### src/rtl/llm_cfg.svh
// constants, register map and timing for the latching limit monitor
`ifndef LLM_CFG_SVH
`define LLM_CFG_SVH

`define LLM_CLK_HZ 40000000
`define LLM_TICK_S 1
`define LLM_HOLD_S 3
`define LLM_TIMER_MAX 16'd9999

`define LLM_REG_CTRL 4'h0
`define LLM_REG_SETPOINT 4'h1
`define LLM_REG_HYST 4'h2
`define LLM_REG_CEIL 4'h3
`define LLM_REG_FLOOR 4'h4
`define LLM_REG_PASS 4'h5
`define LLM_REG_ENTRY 4'h6
`define LLM_REG_STATUS 4'h7
`define LLM_REG_TIMER 4'h8
`define LLM_REG_PEAK 4'h9
`define LLM_REG_EVT 4'ha
`define LLM_REG_MASK 4'hb
`define LLM_REG_VALUE 4'hc

`define LLM_CTRL_DIR 0
`define LLM_CTRL_RESTART 1
`define LLM_CTRL_ACTION 2
`define LLM_CTRL_LOCK 3
`define LLM_CTRL_UNIT 4
`define LLM_CTRL_RESTORE 5
`define LLM_CTRL_PEAKSCR 6

`define LLM_EVT_EXCEED 0
`define LLM_EVT_RETURN 1
`define LLM_EVT_RELEASE 2
`define LLM_EVT_REJECT 3

`define LLM_RST_SETPOINT 16'h0000
`define LLM_RST_HYST 16'h0005
`define LLM_RST_HYST_MAX 16'h0064
`define LLM_RST_CEIL 16'h03e8
`define LLM_RST_FLOOR 16'h0000
`define LLM_RST_PASS 16'h0000
`define LLM_PASS_MAX 16'h270f

`endif

### src/rtl/llm_pkg.sv
// types shared by the latching limit monitor
package llm_pkg;
    typedef struct packed {
        logic dir_low;
        logic restart_on;
        logic direct;
        logic lock;
        logic unit_ms;
        logic peak_screen;
    } llm_ctrl_s;

    typedef struct packed {
        logic [15:0] setpoint;
        logic [15:0] hyst;
        logic [15:0] ceil;
        logic [15:0] floor;
        logic [15:0] pass;
    } llm_limits_s;

    typedef enum logic [1:0] {
        LLM_NORMAL,
        LLM_EXCEED,
        LLM_LATCHED
    } llm_state_e;
endpackage

### src/rtl/llm_monitor.sv
// latching limit monitor with Avalon-MM register slave
`timescale 1ns/100ps
`include "llm_cfg.svh"
module llm_monitor import llm_pkg::*; #(
    parameter int TICK_CYCLES = `LLM_CLK_HZ * `LLM_TICK_S,
    parameter int HOLD_TICKS = `LLM_HOLD_S
) (
    input wire logic CLK_SYS,
    input wire logic RST_N,
    input wire logic [3:0] AVS_ADDRESS,
    input wire logic AVS_READ,
    input wire logic AVS_WRITE,
    input wire logic [31:0] AVS_WRITEDATA,
    input wire logic [3:0] AVS_BYTEENABLE,
    output logic [31:0] AVS_READDATA,
    output logic AVS_WAITREQUEST,
    input wire logic signed [15:0] PROCESS_VALUE,
    input wire logic RESET_KEY,
    output logic LIMIT_RELAY,
    output logic RELAY_NC_CLOSED,
    output logic RELAY_NO_CLOSED,
    output logic EXCEED_LAMP,
    output logic RELAY_STATE_LAMP,
    output logic IRQ
);
    // refuse settings the counters cannot hold
    if (TICK_CYCLES < 2 || HOLD_TICKS < 1 || HOLD_TICKS > 255) begin
        $error("llm_monitor: unsupported parameters");
    end

    function automatic logic beyond(input logic low, input logic signed [15:0] pv, input logic signed [15:0] sp);
        beyond = low ? (pv < sp) : (pv > sp);
    endfunction

    // ==========================================================
    // settings
    llm_ctrl_s ctrl;
    llm_limits_s lim;
    logic access_ok;
    logic [3:0] evt;
    logic [3:0] mask;
    logic bus_done;
    logic wr_ok;
    logic set_reject;
    logic [15:0] wdat;

    assign wdat = AVS_WRITEDATA[15:0];
    assign wr_ok = AVS_WRITE && !bus_done && AVS_BYTEENABLE[1:0] == 2'b11;

    always_ff @(posedge CLK_SYS) begin
        set_reject <= 1'b0;
        if (!RST_N) begin
            ctrl <= '0;
            lim <= {`LLM_RST_SETPOINT, `LLM_RST_HYST, `LLM_RST_CEIL, `LLM_RST_FLOOR, `LLM_RST_PASS};
        end else if (wr_ok && AVS_ADDRESS == `LLM_REG_CTRL && access_ok && !ctrl.lock && wdat[`LLM_CTRL_RESTORE]) begin
            ctrl <= '0;
            lim <= {`LLM_RST_SETPOINT, `LLM_RST_HYST, `LLM_RST_CEIL, `LLM_RST_FLOOR, lim.pass};
        end else if (wr_ok && access_ok) begin
            case (AVS_ADDRESS)
                `LLM_REG_CTRL: begin
                    if (!ctrl.lock || !wdat[`LLM_CTRL_LOCK]) begin
                        ctrl.lock <= wdat[`LLM_CTRL_LOCK];
                    end
                    ctrl.peak_screen <= wdat[`LLM_CTRL_PEAKSCR];
                    if (!ctrl.lock) begin
                        ctrl.dir_low <= wdat[`LLM_CTRL_DIR];
                        ctrl.restart_on <= wdat[`LLM_CTRL_RESTART];
                        ctrl.direct <= wdat[`LLM_CTRL_ACTION];
                        ctrl.unit_ms <= wdat[`LLM_CTRL_UNIT];
                    end
                end
                `LLM_REG_SETPOINT: begin
                    if (ctrl.lock || $signed(wdat) > $signed(lim.ceil) || $signed(wdat) < $signed(lim.floor)) begin
                        set_reject <= 1'b1;
                    end else begin
                        lim.setpoint <= wdat;
                    end
                end
                `LLM_REG_HYST: begin
                    if (!ctrl.lock && wdat <= `LLM_RST_HYST_MAX) begin
                        lim.hyst <= wdat;
                    end
                end
                `LLM_REG_CEIL: begin
                    if (!ctrl.lock) begin
                        lim.ceil <= wdat;
                    end
                end
                `LLM_REG_FLOOR: begin
                    if (!ctrl.lock) begin
                        lim.floor <= wdat;
                    end
                end
                `LLM_REG_PASS: begin
                    if (!ctrl.lock && wdat <= `LLM_PASS_MAX) begin
                        lim.pass <= wdat;
                    end
                end
                default: begin
                end
            endcase
        end
    end

    // ==========================================================
    // passcode entry
    always_ff @(posedge CLK_SYS) begin
        if (!RST_N) begin
            access_ok <= 1'b0;
        end else if (wr_ok && AVS_ADDRESS == `LLM_REG_ENTRY) begin
            access_ok <= (wdat == lim.pass);
        end
    end

    // ==========================================================
    // one-second tick
    logic [31:0] tick_cnt;
    logic tick;
    always_ff @(posedge CLK_SYS) begin
        if (!RST_N) begin
            tick_cnt <= '0;
            tick <= 1'b0;
        end else begin
            tick <= (tick_cnt == 32'(TICK_CYCLES - 1));
            tick_cnt <= (tick_cnt == 32'(TICK_CYCLES - 1)) ? '0 : tick_cnt + 32'h1;
        end
    end

    // ==========================================================
    // reset key hold
    logic [7:0] hold_cnt;
    logic key_fire;
    logic key_armed;
    always_ff @(posedge CLK_SYS) begin
        key_fire <= 1'b0;
        if (!RST_N) begin
            hold_cnt <= '0;
            key_armed <= 1'b1;
        end else if (!RESET_KEY) begin
            hold_cnt <= '0;
            key_armed <= 1'b1;
        end else if (tick && key_armed) begin
            // first tick may come early, so one extra tick guarantees the full hold
            if (hold_cnt == 8'(HOLD_TICKS)) begin
                key_fire <= 1'b1;
                key_armed <= 1'b0;
            end else begin
                hold_cnt <= hold_cnt + 8'h1;
            end
        end
    end

    // ==========================================================
    // limit state machine
    llm_state_e state;
    logic over;
    logic inside_hyst;
    logic signed [16:0] clear_lvl;
    logic started;
    assign over = beyond(ctrl.dir_low, PROCESS_VALUE, $signed(lim.setpoint));
    assign clear_lvl = ctrl.dir_low ? $signed(lim.setpoint) + $signed({1'b0, lim.hyst})
                                    : $signed(lim.setpoint) - $signed({1'b0, lim.hyst});
    assign inside_hyst = ctrl.dir_low ? (PROCESS_VALUE >= clear_lvl) : (PROCESS_VALUE <= clear_lvl);

    always_ff @(posedge CLK_SYS) begin
        if (!RST_N) begin
            state <= LLM_NORMAL;
            started <= 1'b0;
        end else if (!started) begin
            started <= 1'b1;
            state <= (ctrl.restart_on && !over) ? LLM_NORMAL : LLM_LATCHED;
        end else begin
            case (state)
                LLM_NORMAL: if (over) state <= LLM_EXCEED;
                LLM_EXCEED: if (inside_hyst) state <= LLM_LATCHED;
                LLM_LATCHED: begin
                    if (over) begin
                        state <= LLM_EXCEED;
                    end else if (key_fire && inside_hyst) begin
                        state <= LLM_NORMAL;
                    end
                end
                default: state <= LLM_NORMAL;
            endcase
        end
    end

    // ==========================================================
    // over-limit timer
    logic [15:0] timer;
    logic [5:0] sub_cnt;
    logic was_over;
    always_ff @(posedge CLK_SYS) begin
        if (!RST_N) begin
            timer <= '0;
            sub_cnt <= '0;
            was_over <= 1'b0;
        end else begin
            was_over <= (state == LLM_EXCEED);
            if (state == LLM_EXCEED && !was_over) begin
                timer <= '0;
                sub_cnt <= '0;
            end else if (state != LLM_EXCEED && key_fire) begin
                timer <= '0;
                sub_cnt <= '0;
            end else if (state == LLM_EXCEED && tick && timer != `LLM_TIMER_MAX) begin
                // one count per tick in mm.ss, per 36 ticks in hh.mm
                if (sub_cnt == (ctrl.unit_ms ? 6'd0 : 6'd35)) begin
                    sub_cnt <= '0;
                    timer <= timer + 16'h1;
                end else begin
                    sub_cnt <= sub_cnt + 6'h1;
                end
            end
        end
    end

    // ==========================================================
    // peak tracking
    logic signed [15:0] peak;
    logic peak_valid;
    always_ff @(posedge CLK_SYS) begin
        if (!RST_N || (ctrl.peak_screen && key_fire)) begin
            peak_valid <= 1'b0;
            peak <= '0;
        end else if (!peak_valid || beyond(ctrl.dir_low, PROCESS_VALUE, peak)) begin
            peak_valid <= 1'b1;
            peak <= PROCESS_VALUE;
        end
    end

    // ==========================================================
    // relay and lamps
    logic status_on;
    assign status_on = (state != LLM_NORMAL);
    always_ff @(posedge CLK_SYS) begin
        if (!RST_N) begin
            LIMIT_RELAY <= 1'b0;
            RELAY_NC_CLOSED <= 1'b1;
            RELAY_NO_CLOSED <= 1'b0;
            EXCEED_LAMP <= 1'b0;
            RELAY_STATE_LAMP <= 1'b0;
        end else begin
            LIMIT_RELAY <= ctrl.direct ? status_on : !status_on;
            RELAY_STATE_LAMP <= ctrl.direct ? !status_on : status_on;
            RELAY_NC_CLOSED <= !status_on;
            RELAY_NO_CLOSED <= status_on;
            EXCEED_LAMP <= (state == LLM_EXCEED);
        end
    end

    // ==========================================================
    // events and interrupt
    logic [3:0] evt_set;
    assign evt_set = {set_reject, key_fire && state == LLM_LATCHED && inside_hyst && !over,
                      state == LLM_EXCEED && inside_hyst, state != LLM_EXCEED && over && started};
    always_ff @(posedge CLK_SYS) begin
        if (!RST_N) begin
            evt <= '0;
            mask <= '0;
            IRQ <= 1'b0;
        end else begin
            if (wr_ok && AVS_ADDRESS == `LLM_REG_EVT) begin
                evt <= (evt & ~wdat[3:0]) | evt_set;
            end else begin
                evt <= evt | evt_set;
            end
            if (wr_ok && AVS_ADDRESS == `LLM_REG_MASK) begin
                mask <= wdat[3:0];
            end
            IRQ <= |(evt & mask);
        end
    end

    // ==========================================================
    // bus slave: one wait cycle per access
    always_ff @(posedge CLK_SYS) begin
        if (!RST_N) begin
            bus_done <= 1'b0;
            AVS_WAITREQUEST <= 1'b1;
            AVS_READDATA <= '0;
        end else if ((AVS_READ || AVS_WRITE) && !bus_done) begin
            bus_done <= 1'b1;
            AVS_WAITREQUEST <= 1'b0;
            case (AVS_ADDRESS)
                `LLM_REG_CTRL: AVS_READDATA <= {25'h0, ctrl.peak_screen, 1'b0, ctrl.unit_ms,
                                               ctrl.lock, ctrl.direct, ctrl.restart_on, ctrl.dir_low};
                `LLM_REG_SETPOINT: AVS_READDATA <= {16'h0, lim.setpoint};
                `LLM_REG_HYST: AVS_READDATA <= {16'h0, lim.hyst};
                `LLM_REG_CEIL: AVS_READDATA <= {16'h0, lim.ceil};
                `LLM_REG_FLOOR: AVS_READDATA <= {16'h0, lim.floor};
                `LLM_REG_ENTRY: AVS_READDATA <= {31'h0, access_ok};
                `LLM_REG_STATUS: AVS_READDATA <= {28'h0, state == LLM_LATCHED, over,
                                                  state == LLM_EXCEED, status_on};
                `LLM_REG_TIMER: AVS_READDATA <= {16'h0, timer};
                `LLM_REG_PEAK: AVS_READDATA <= {16'h0, peak};
                `LLM_REG_EVT: AVS_READDATA <= {28'h0, evt};
                `LLM_REG_MASK: AVS_READDATA <= {28'h0, mask};
                `LLM_REG_VALUE: AVS_READDATA <= {16'h0, PROCESS_VALUE};
                default: AVS_READDATA <= '0;
            endcase
        end else begin
            bus_done <= 1'b0;
            AVS_WAITREQUEST <= 1'b1;
        end
    end
endmodule

### config.mk
export PLATFORM = sky130hd
export DESIGN_NAME = llm_monitor
export DESIGN_NICKNAME = d
export VERILOG_FILES = /design/src/rtl/llm_pkg.sv /design/src/rtl/llm_monitor.sv
export VERILOG_INCLUDE_DIRS = /design/src /design/src/rtl
export SDC_FILE = /design/constraint.sdc
export NUM_CORES = 1
export LEC_CHECK = 0
export BUFFER_PORTS_ARGS = -buffer_cell sky130_fd_sc_hd__buf_2
export CAP_MARGIN = 25
export CELL_PAD_IN_SITES_DETAIL_PLACEMENT = 0
export CELL_PAD_IN_SITES_GLOBAL_PLACEMENT = 1
export CORE_MARGIN = 2
export CORE_UTILIZATION = 49
export DETAILED_ROUTE_END_ITERATION = 10
export PLACE_DENSITY = 0.87
export SYNTH_ARGS = -nofsm -noshare
export SYNTH_HDL_FRONTEND = slang
export SYNTH_SLANG_ARGS = --single-unit
### constraint.sdc
create_clock -name CLK_SYS -period 14.1 [get_ports CLK_SYS]
set_clock_uncertainty 0.05 [all_clocks]
set_input_delay 2.115 -clock CLK_SYS [delete_from_list [all_inputs] [get_ports CLK_SYS]]
set_output_delay 2.115 -clock CLK_SYS [all_outputs]
set_load 0.05 [all_outputs]
==> results of run 1 <==
area by class of cell:
cell class                      instances  area (um2)  area share
Antenna cell                            2       5.005   0.0003711
Tap cell                              324       405.4     0.03006
Multi-Input combinational cell       1100        7325      0.5431
Timing Repair Buffer                   79       441.7     0.03275
Sequential cell                       205        4104      0.3043
Inverter                               93       349.1     0.02589
Clock inverter                         16       210.2     0.01559
Clock buffer                           28       645.6     0.04788
stage by stage:
stage / cells / power (uW) / setup slack, ns
after floorplan: 1484 / 699.5 / 9.352
after global placement: 1797 / 736.6 / 8.531
after detailed placement: 1798 / 740.0 / 8.429
after CTS: 1842 / 1405 / 8.404
after global routing: 1845 / 1443 / 8.027
final: 1847 / 1394 / 8.366
layout by cell type, fill, tap and decap left out, drive strengths merged, types with 7 or more instances in the layout:
cell    netlist  final
dfxtp       205    205
nand2b        9      9
nand4        44     44
o21ai        27     27
nor2        158    158
nand3        62     62
clkbuf       54     28
nor2b         7      7
a31oi        17     17
o211ai       15     15
xnor2        52     52
nor3         31     31
buf          32     79
o31ai        37     37
nor4         14     14
mux2i        38     38
a22oi        34     34
ha          104    104
a21oi       111    111
a222oi       13     13
clkinv        1      8
xor2         48     48
inv          92     91
and3         15     15
and2         14     14
a21o         10     10
nand2       138    138
conb          1     16
layer usage:
layer	wire length, um	up-vias	track usage
met3	2847	74	0.04879
met2	15150	392	0.4081
met1	15080	5031	0.3513
met5	7	-	0
li1	-	5277	-
met4	1240	2	0.09984
worst max-delay path: cells and delay by family, from the launching register on:
kind                       cells  cell delay, ns
AOI/OAI and AO/OA              9            2.68
xor gates and xnor gates       1            0.09
adders and majority gates      2            0.81
DFF                            1            0.94
muxes                          1            0.45
and+or+nand+nor                3            0.63
how the worst max path moves through the flow:
stage	start	endpoint	slack, ns	cells past startpoint
after detailed placement	ctrl[5]$_SDFFE_PP0P_	state[1]$_SDFFE_PN0P_	8.43	16
after floorplan	ctrl[5]$_SDFFE_PP0P_	state[1]$_SDFFE_PN0P_	9.35	19
after global routing	ctrl[5]$_SDFFE_PP0P_	state[1]$_SDFFE_PN0P_	8.03	16
after CTS	ctrl[5]$_SDFFE_PP0P_	state[1]$_SDFFE_PN0P_	8.40	16
after global placement	ctrl[5]$_SDFFE_PP0P_	state[1]$_SDFFE_PN0P_	8.53	16
final	ctrl[5]$_SDFFE_PP0P_	state[1]$_SDFFE_PN0P_	8.37	16
power breakdown:
| part | internal [uW] | switching (uW) | leakage, uW |
|---|---|---|---|
| combinational | 38.9 | 96.1 | 0.00294 |
| sequential | 588 | 6.61 | 0.00166 |
| clock | 403 | 262 | 0.000403 |
state kept, by name, indices dropped and copies added (netlist names), 6 cells and up:
name and count:
lim 80, tick_cnt 32, AVS_READDATA 16, peak 16, timer 16, hold_cnt 8
ctrl 6, sub_cnt 6
logic make-up after synthesis:
group | count (synthesis) | share of synthesized area
DFF | 205 | 0.3393
xor gates and xnor gates | 100 | 0.07242
adders and majority gates | 105 | 0.1092
other | 1 | 0.0003101
AOI/OAI and AO/OA | 313 | 0.1715
muxes | 41 | 0.03424
buffers and inverters | 179 | 0.06249
and+or+nand+nor | 525 | 0.2104
==> impl_metrics.tcl, run 1 <==
set metrics [dict create \
    status "finished, final reports clean" \
    r2r-end "state[1]$_SDFFE_PN0P_" \
    cp_slowest_cell "dfxtp_1" \
    max-cap-violations 0 \
    hold_start "set_reject$_SDFF_PP0_" \
    numCtsBuffers 24 \
    track_usage 0.2586 \
    power_leakage_uw 0.005006 \
    synth_seq_cells 205 \
    dr.pass1.iters 8 \
    grt_pass1_wl_um 53760 \
    dieArea_um2 25950 \
    wl_per_cell_um 18.59 \
    routabilityCongestion 0.9045 \
    max_stage_delay_ns 0.94 \
    relSlewSlack 0.3521 \
    timing.rr.start "ctrl[5]$_SDFFE_PP0P_" \
    power_density_nw_per_um2 103.4 \
    critPathRequiredTime_ns 14.49 \
    clock_latency_ns 0.54 \
    grt.overflow.total 0 \
    drive_gt1_frac 0.09665 \
    cp_max_fo 23 \
    reg2reg_slack_ns 8.37 \
    synth_largest_area_cell "dfxtp_1" \
    die_h_um 161.1 \
    antenna_found_initial 3 \
    hold_depth 2 \
    syn_inst 1469 \
    synth.top_cells.by_area "dfxtp_1 34%, ha_1 11%, nor2_1 4.9%" \
    ant_nets 0 \
    synth_area_per_cell_um2 8.233 \
    nets 1669 \
    critPathKind "reg -> reg" \
    critical_path_arrival_ns 6.12 \
    clk_pin_slew_ns 0.07 \
    period_share 0.4067 \
    rsz0062_at_grt "no" \
    path_cells "mux2_2 -> fa_1 -> a211oi_1 -> o21ai_1 -> a311o_1 -> a31o_1 -> a31o_2 -> a21oi_1 -> xnor2_1 -> ha_1 -> nand4_1 -> a2111oi_0 -> or4_1 -> nand3_1 -> a211o_1 -> a311oi_1" \
    ys.flop_type "dfxtp_1" \
    htree_levels 1 \
    dr_total_vias 10780 \
    synth_top_area_frac 0.3393 \
    postCtsHoldBufs 0 \
    setup_tns_ns 0 \
    cts_resized 0 \
    initial_core_util 0.4988 \
    ir_drop_mv 0.08188 \
    areaGrowthSynthToFinish_pct 11.50 \
    yosys_warnings 0 \
    drc 0 \
    cts_tree "yes" \
    synthTopCellsByCount "205 x dfxtp_1, 158 x nor2_1, 138 x nand2_1" \
    io_buffer_count 65 \
    hold_ws_ns 0.3995 \
    drv_slew 0 \
    yosysMostFrequentCell "dfxtp_1" \
    ys_types 76 \
    period_needed_ns 5.734 \
    synth_area_um2 12090 \
    min_to "evt[3]$_SDFF_PN0_" \
    cts_setup_buffers 0 \
    endpoint_kind "register" \
    io_pins 100 \
    timing.fmax_ghz 0.1744 \
    hp-class "reg -> reg" \
    n_fill_cell 2304 \
    finalInstanceArea_um2 13490 \
    grt_pass1_vias 10050 \
    avgViaCountPerCell 5.834 \
    worst_pin_slew_ns 0.9687 \
    cts.sinks 205 \
    fin_util 0.5561 \
    hold_violations 0 \
    drt-initial-drc-count 1022 \
    die_x_um 161.1 \
    post_dp_cell_area_um2 12600 \
    grt_max_degree 56 \
    ff2ff_path_depth 16 \
    wirelength_um 34330 \
    core.rowCount 57 \
    clockBufferDepth 3 \
    core_area_um2 24250 \
    root_buffer "clkbuf_16" \
    startpoint_type "register" \
    setup_viol 0 \
    hpwl_um 25070 \
    synth_edf_count 0 \
    ys_seq_area_frac 0.3393 \
    synthArstFlopShare 0 \
]
No activity file was read; power rests on OpenSTA's default activity.
==> inputs of run 2 (changes only) <==
- CORE_UTILIZATION: 49 -> 41
- PLACE_DENSITY: 0.87 -> 0.77
- clock period: 14.1 -> 4.9 ns (I/O delays scaled with it)
==> impl_metrics.tcl, run 2 (same netlist as run 1, synthesis figures left out) <==
set metrics [dict create \
    status "finished, final reports clean" \
    swShare 0.2667 \
    grt.overflow.total 0 \
    clock_latency_ns 0.54 \
    cts.sinks 205 \
    cts_tree "yes" \
    period_needed_ns 4.717 \
    die_x_um 175.8 \
    grt_pass1_wl_um 57240 \
    antenna_found_initial 3 \
    hold_violations 0 \
    io_pins 100 \
    relSlewSlack 0.3373 \
    wirelength_um 36780 \
    drc 0 \
    max-cap-violations 0 \
    hp-class "reg -> reg" \
    core_area_um2 28860 \
    endpoint_kind "register" \
    numCtsBuffers 26 \
    hpwl_um 26970 \
    ir_drop_mv 0.2315 \
    comb_power_share 0.101 \
    regMostFlops "lim" \
    finalNonFillerCells 1940 \
    largest_registers "lim (80), tick_cnt (32)" \
    drv_slew 0 \
    critical_path_arrival_ns 5.12 \
    critPathKind "reg -> reg" \
    ant_nets 0 \
    dp_cells 1887 \
    seqPwrFrac 0.435 \
    period_share 0.9627 \
    critPathRequiredTime_ns 5.30 \
    initial_core_util 0.4191 \
    clockBufferDepth 3 \
    worst_pin_slew_ns 0.9909 \
    finalInstanceArea_um2 13930 \
    dr.pass1.iters 7 \
    dieArea_um2 30890 \
    clk_pin_slew_ns 0.06 \
    layout_commonest_cell "dfxtp_1" \
    grt_max_degree 50 \
    htree_levels 1 \
    largest_register_ff_count 80 \
    die_h_um 175.8 \
    startpoint_type "register" \
    timing.fmax_ghz 0.2120 \
    root_buffer "clkbuf_16" \
    cp_max_fo 3 \
    avgViaCountPerCell 5.649 \
    critPathLaunch "lim[48]$_SDFFE_PP1P_" \
    nets 1703 \
    routabilityCongestion 0.9075 \
    power_density_nw_per_um2 282.5 \
    timing.rr.start "lim[48]$_SDFFE_PP1P_" \
    dr_total_vias 10960 \
    core.rowCount 62 \
    drt-initial-drc-count 884 \
    areaGrowthSynthToFinish_pct 15.17 \
    setup_viol 0 \
    io_buffer_count 65 \
    post_dp_cell_area_um2 12900 \
    drive_gt1_frac 0.1300 \
    p_int_uw 2885 \
    grt_pass1_vias 10370 \
    wl_per_cell_um 18.96 \
    track_usage 0.2329 \
    hold_start "AVS_READDATA[0]$_SDFFE_PN0P_" \
    final_cell_mix "203 x dfxtp_1, 157 x nor2_1, 136 x nand2_1, 108 x a21oi_1, 103 x ha_1" \
    clkPwrFrac 0.463 \
    power.switching_uw 1049 \
    power_leakage_uw 0.005212 \
]
run 2: what timing repair did:
action	in CTS	in global routing
endpoints found under the hold margin	0	0
setup buffers	1	4
hold buffers	0	0
setup endpoints to repair	4	4
gates cloned	0	0
resized for setup	7	27
pin swaps	2	21
run 2: per-layer routing:
| layer | up-vias | GRT usage | share of wire | wire length [um] |
|---|---|---|---|---|
| li1 | 5350 | - | - | - |
| met2 | 317 | 0.3939 | 0.46 | 16920 |
| met3 | 48 | 0.03874 | 0.069 | 2525 |
| met4 | 2 | 0.05372 | 0.021 | 765 |
| met5 | - | 0 | 0.00043 | 16 |
| met1 | 5243 | 0.3111 | 0.45 | 16550 |
run 2: power groups by stage:
stage                     Combinational (uW)  Clock, uW  Sequential [uW]
after floorplan                          252          0             1760
after global placement                   382          0             1750
after detailed placement                 390          0             1750
after CTS                                392       1860             1710
after global routing                     436       1920             1710
final                                    398       1820             1710
run 2: stage by stage:
stage               utilization  TNS [ns]  setup WS (ns)  power [uW]  hold WS [ns]
global route             0.4825  -0.02741       -0.02741        4068        0.4287
floorplan                     -         0         0.1519        2013        0.3630
detailed placement       0.4470   -0.4505        -0.1941        2137        0.4020
finish                   0.4827         0         0.1830        3934        0.4080
global placement         0.4457   -0.1899        -0.1037        2130        0.3934
CTS                      0.4768  -0.01455       -0.01455        3968        0.4076
run 2: path summary, 6_finish.rpt:
kind / endpoint / slack, ns / cells after the start
worst max-delay path: state[1]$_SDFFE_PN0P_ / 0.18 / 19
worst min-delay path: AVS_READDATA[0]$_SDFFE_PN0P_ / 0.41 / 2
worst max register to register: state[1]$_SDFFE_PN0P_ / 0.18 / 19
worst min register to register: AVS_READDATA[0]$_SDFFE_PN0P_ / 0.41 / 2
run 2: worst max-delay path: stages (launching register included):
cell and delay (ns):
dfxtp_2 0.35, inv_2 0.06, ha_4 0.22, mux2_4 0.28, fa_2 0.36, a211oi_2 0.29
o21ai_2 0.10, a311o_1 0.40, a31o_1 0.21, a31o_2 0.24, a21oi_2 0.17, xnor2_2 0.16
ha_1 0.27, buf_4 0.15, a21oi_1 0.11, o21ai_0 0.18, o31ai_2 0.30, nand3_4 0.15
a211o_1 0.33, a311oi_2 0.27
run 2: cell type report:
class                   count  area [um2]
diodes                      2       5.005
clock buffers              37       762.0
clock inverters             8       60.06
fillers                  2878       14930
inverters                  93       349.1
multi-input cells        1100        7472
flip-flops and latches    205        4106
well taps                 384       480.5
repair buffers            111       693.2
==> inputs of run 3 (changes only) <==
- CORE_ASPECT_RATIO: default -> 0.6
==> impl_metrics.tcl, run 3 (same netlist as run 1, synthesis figures left out) <==
set metrics [dict create \
    wl_per_cell_um 19.43 \
    core_area_um2 28890 \
    n_antenna_cell 0 \
    drive_gt1_frac 0.1442 \
    htree_levels 1 \
    ir_drop_mv 0.2381 \
    critPathKind "reg -> reg" \
    path_cells "nor3_2 -> nand2_1 -> nor2_2 -> a21o_1 -> xnor2_1 -> ha_1 -> and2_1 -> a31o_2 -> a311o_1 -> a31o_1 -> a31o_2 -> a21oi_2 -> xnor2_1 -> ha_1 -> nand4_1 -> buf_4 -> nor2_1 -> o2bb2ai_2 -> or4_4 -> nand3_4 -> buf_6 -> nand2_2 -> buf_4 -> a21oi_1" \
    endpoint_kind "register" \
    root_buffer "clkbuf_16" \
    clkPwrFrac 0.474 \
    worst_pin_slew_ns 1.023 \
    setup_viol 0 \
    dr.pass1.iters 5 \
    wirelength_um 38210 \
    fin_ws_ns 0.1309 \
    cp_max_fo 4 \
    clockBufferDepth 3 \
    drv_slew 0 \
    clock_latency_ns 0.56 \
    critical_path_arrival_ns 5.19 \
    grt_max_degree 50 \
    largest_registers "lim (80), tick_cnt (32)" \
    dieArea_um2 30930 \
    crit_buf_inv 3 \
    grt.overflow.total 0 \
    die_h_um 137.0 \
    areaGrowthSynthToFinish_pct 16.79 \
    initial_core_util 0.4187 \
    fin_util 0.4890 \
    hold_ws_ns 0.3889 \
    layout_commonest_cell "dfxtp_1" \
    numCtsBuffers 22 \
    period_needed_ns 4.769 \
    hold_violations 0 \
    dr_total_vias 11000 \
    ant_nets 0 \
    place_ws_ns -0.3056 \
    clk_pin_slew_ns 0.07 \
    p_int_uw 2969 \
    io_pins 100 \
    cp_slowest_cell "or4_4" \
    routabilityCongestion 0.8846 \
    hpwl_um 28480 \
    regMostFlops "lim" \
    relSlewSlack 0.3183 \
    track_usage 0.2491 \
    final_cell_mix "202 x dfxtp_1, 154 x nor2_1, 136 x nand2_1, 105 x a21oi_1, 102 x ha_1" \
    swShare 0.2656 \
    cts_tree "yes" \
    die_x_um 225.7 \
    timing.fmax_ghz 0.2097 \
    power.switching_uw 1074 \
    power_leakage_uw 0.005303 \
    core.rowCount 48 \
    hp-class "reg -> reg" \
    dp_cells 1918 \
    period_share 0.9733 \
    antenna_found_initial 0 \
    avgViaCountPerCell 5.592 \
    finalNonFillerCells 1967 \
    grt_pass1_wl_um 59490 \
    grt_pass1_vias 10090 \
    io_buffer_count 65 \
    power_density_nw_per_um2 286.2 \
    critPathRequiredTime_ns 5.32 \
    max_stage_delay_ns 0.44 \
    startpoint_type "register" \
    drc 0 \
    nets 1718 \
    max-cap-violations 0 \
    postCtsHoldBufs 0 \
    largest_register_ff_count 80 \
    comb_power_share 0.104 \
    drt-initial-drc-count 1103 \
    status "finished, final reports clean" \
    seqPwrFrac 0.422 \
    cts.sinks 205 \
    crit_family "compound AO/OA/AOI/OAI gates" \
]
run 3: repair_timing:
item / 4_1_cts / 5_1_grt
setup buffers: 0 / 10
gates resized for setup: 7 / 37
pin swaps: 2 / 24
setup endpoints to repair: 4 / 4
run 3: cell type report:
| cell class | count | area, um2 |
|---|---|---|
| clock buffers | 28 | 613.1 |
| clock inverters | 11 | 216.5 |
| flip-flops and latches | 205 | 4110 |
| inverters | 93 | 351.6 |
| fillers | 2798 | 14760 |
| well taps | 400 | 500.5 |
| multi-input cells | 1100 | 7488 |
| repair buffers | 130 | 844.6 |
run 3: through the flow:
stage                     instance area [um2]  total power (uW)  TNS [ns]
after floorplan                         12150              2013         0
final                                   14120              4043         0
after CTS                               13910              4060         0
after global routing                    14120              4176   -0.1601
after detailed placement                13050              2148   -0.9626
after global placement                  13010              2141   -0.4565
run 3: worst paths after layout:
path,startpoint,to,slack [ns],cells after the start
min,set_reject$_SDFF_PP0_,evt[3]$_SDFF_PN0_,0.39,2
min reg2reg,set_reject$_SDFF_PP0_,evt[3]$_SDFF_PN0_,0.39,2
max reg2reg,lim[49]$_SDFFE_PP0P_,evt[1]$_SDFF_PN0_,0.13,24
max,lim[49]$_SDFFE_PP0P_,evt[1]$_SDFF_PN0_,0.13,24
run 3: power by group through the flow:
stage | clock [uW] | combinational, uW | sequential [uW]
after floorplan | 0 | 252 | 1760
after detailed placement | 0 | 404 | 1740
after global placement | 0 | 397 | 1740
after global routing | 2010 | 456 | 1710
after CTS | 1950 | 407 | 1710
final | 1920 | 420 | 1710
run 3: worst register-to-register path, cell delays in order (launching register included):
cell       delay, ns
dfxtp_4         0.37
nor3_2          0.20
nand2_1         0.10
nor2_2          0.17
a21o_1          0.18
xnor2_1         0.12
ha_1            0.28
and2_1          0.18
a31o_2          0.20
a311o_1         0.37
a31o_1          0.21
a31o_2          0.23
a21oi_2         0.13
xnor2_1         0.09
ha_1            0.33
nand4_1         0.12
buf_4           0.13
nor2_1          0.05
o2bb2ai_2       0.15
or4_4           0.44
nand3_4         0.14
buf_6           0.12
nand2_2         0.04
buf_4           0.14
a21oi_1         0.12
run 3: per-layer routing:
| layer | routed length (um) | track usage | share of wire | up-vias |
|---|---|---|---|---|
| li1 | - | - | - | 5380 |
| met1 | 19750 | 0.3980 | 0.52 | 5201 |
| met2 | 14600 | 0.3311 | 0.38 | 384 |
| met3 | 3420 | 0.05775 | 0.089 | 34 |
| met4 | 450 | 0.04305 | 0.012 | 0 |
| met5 | 0 | 0 | 0 | - |
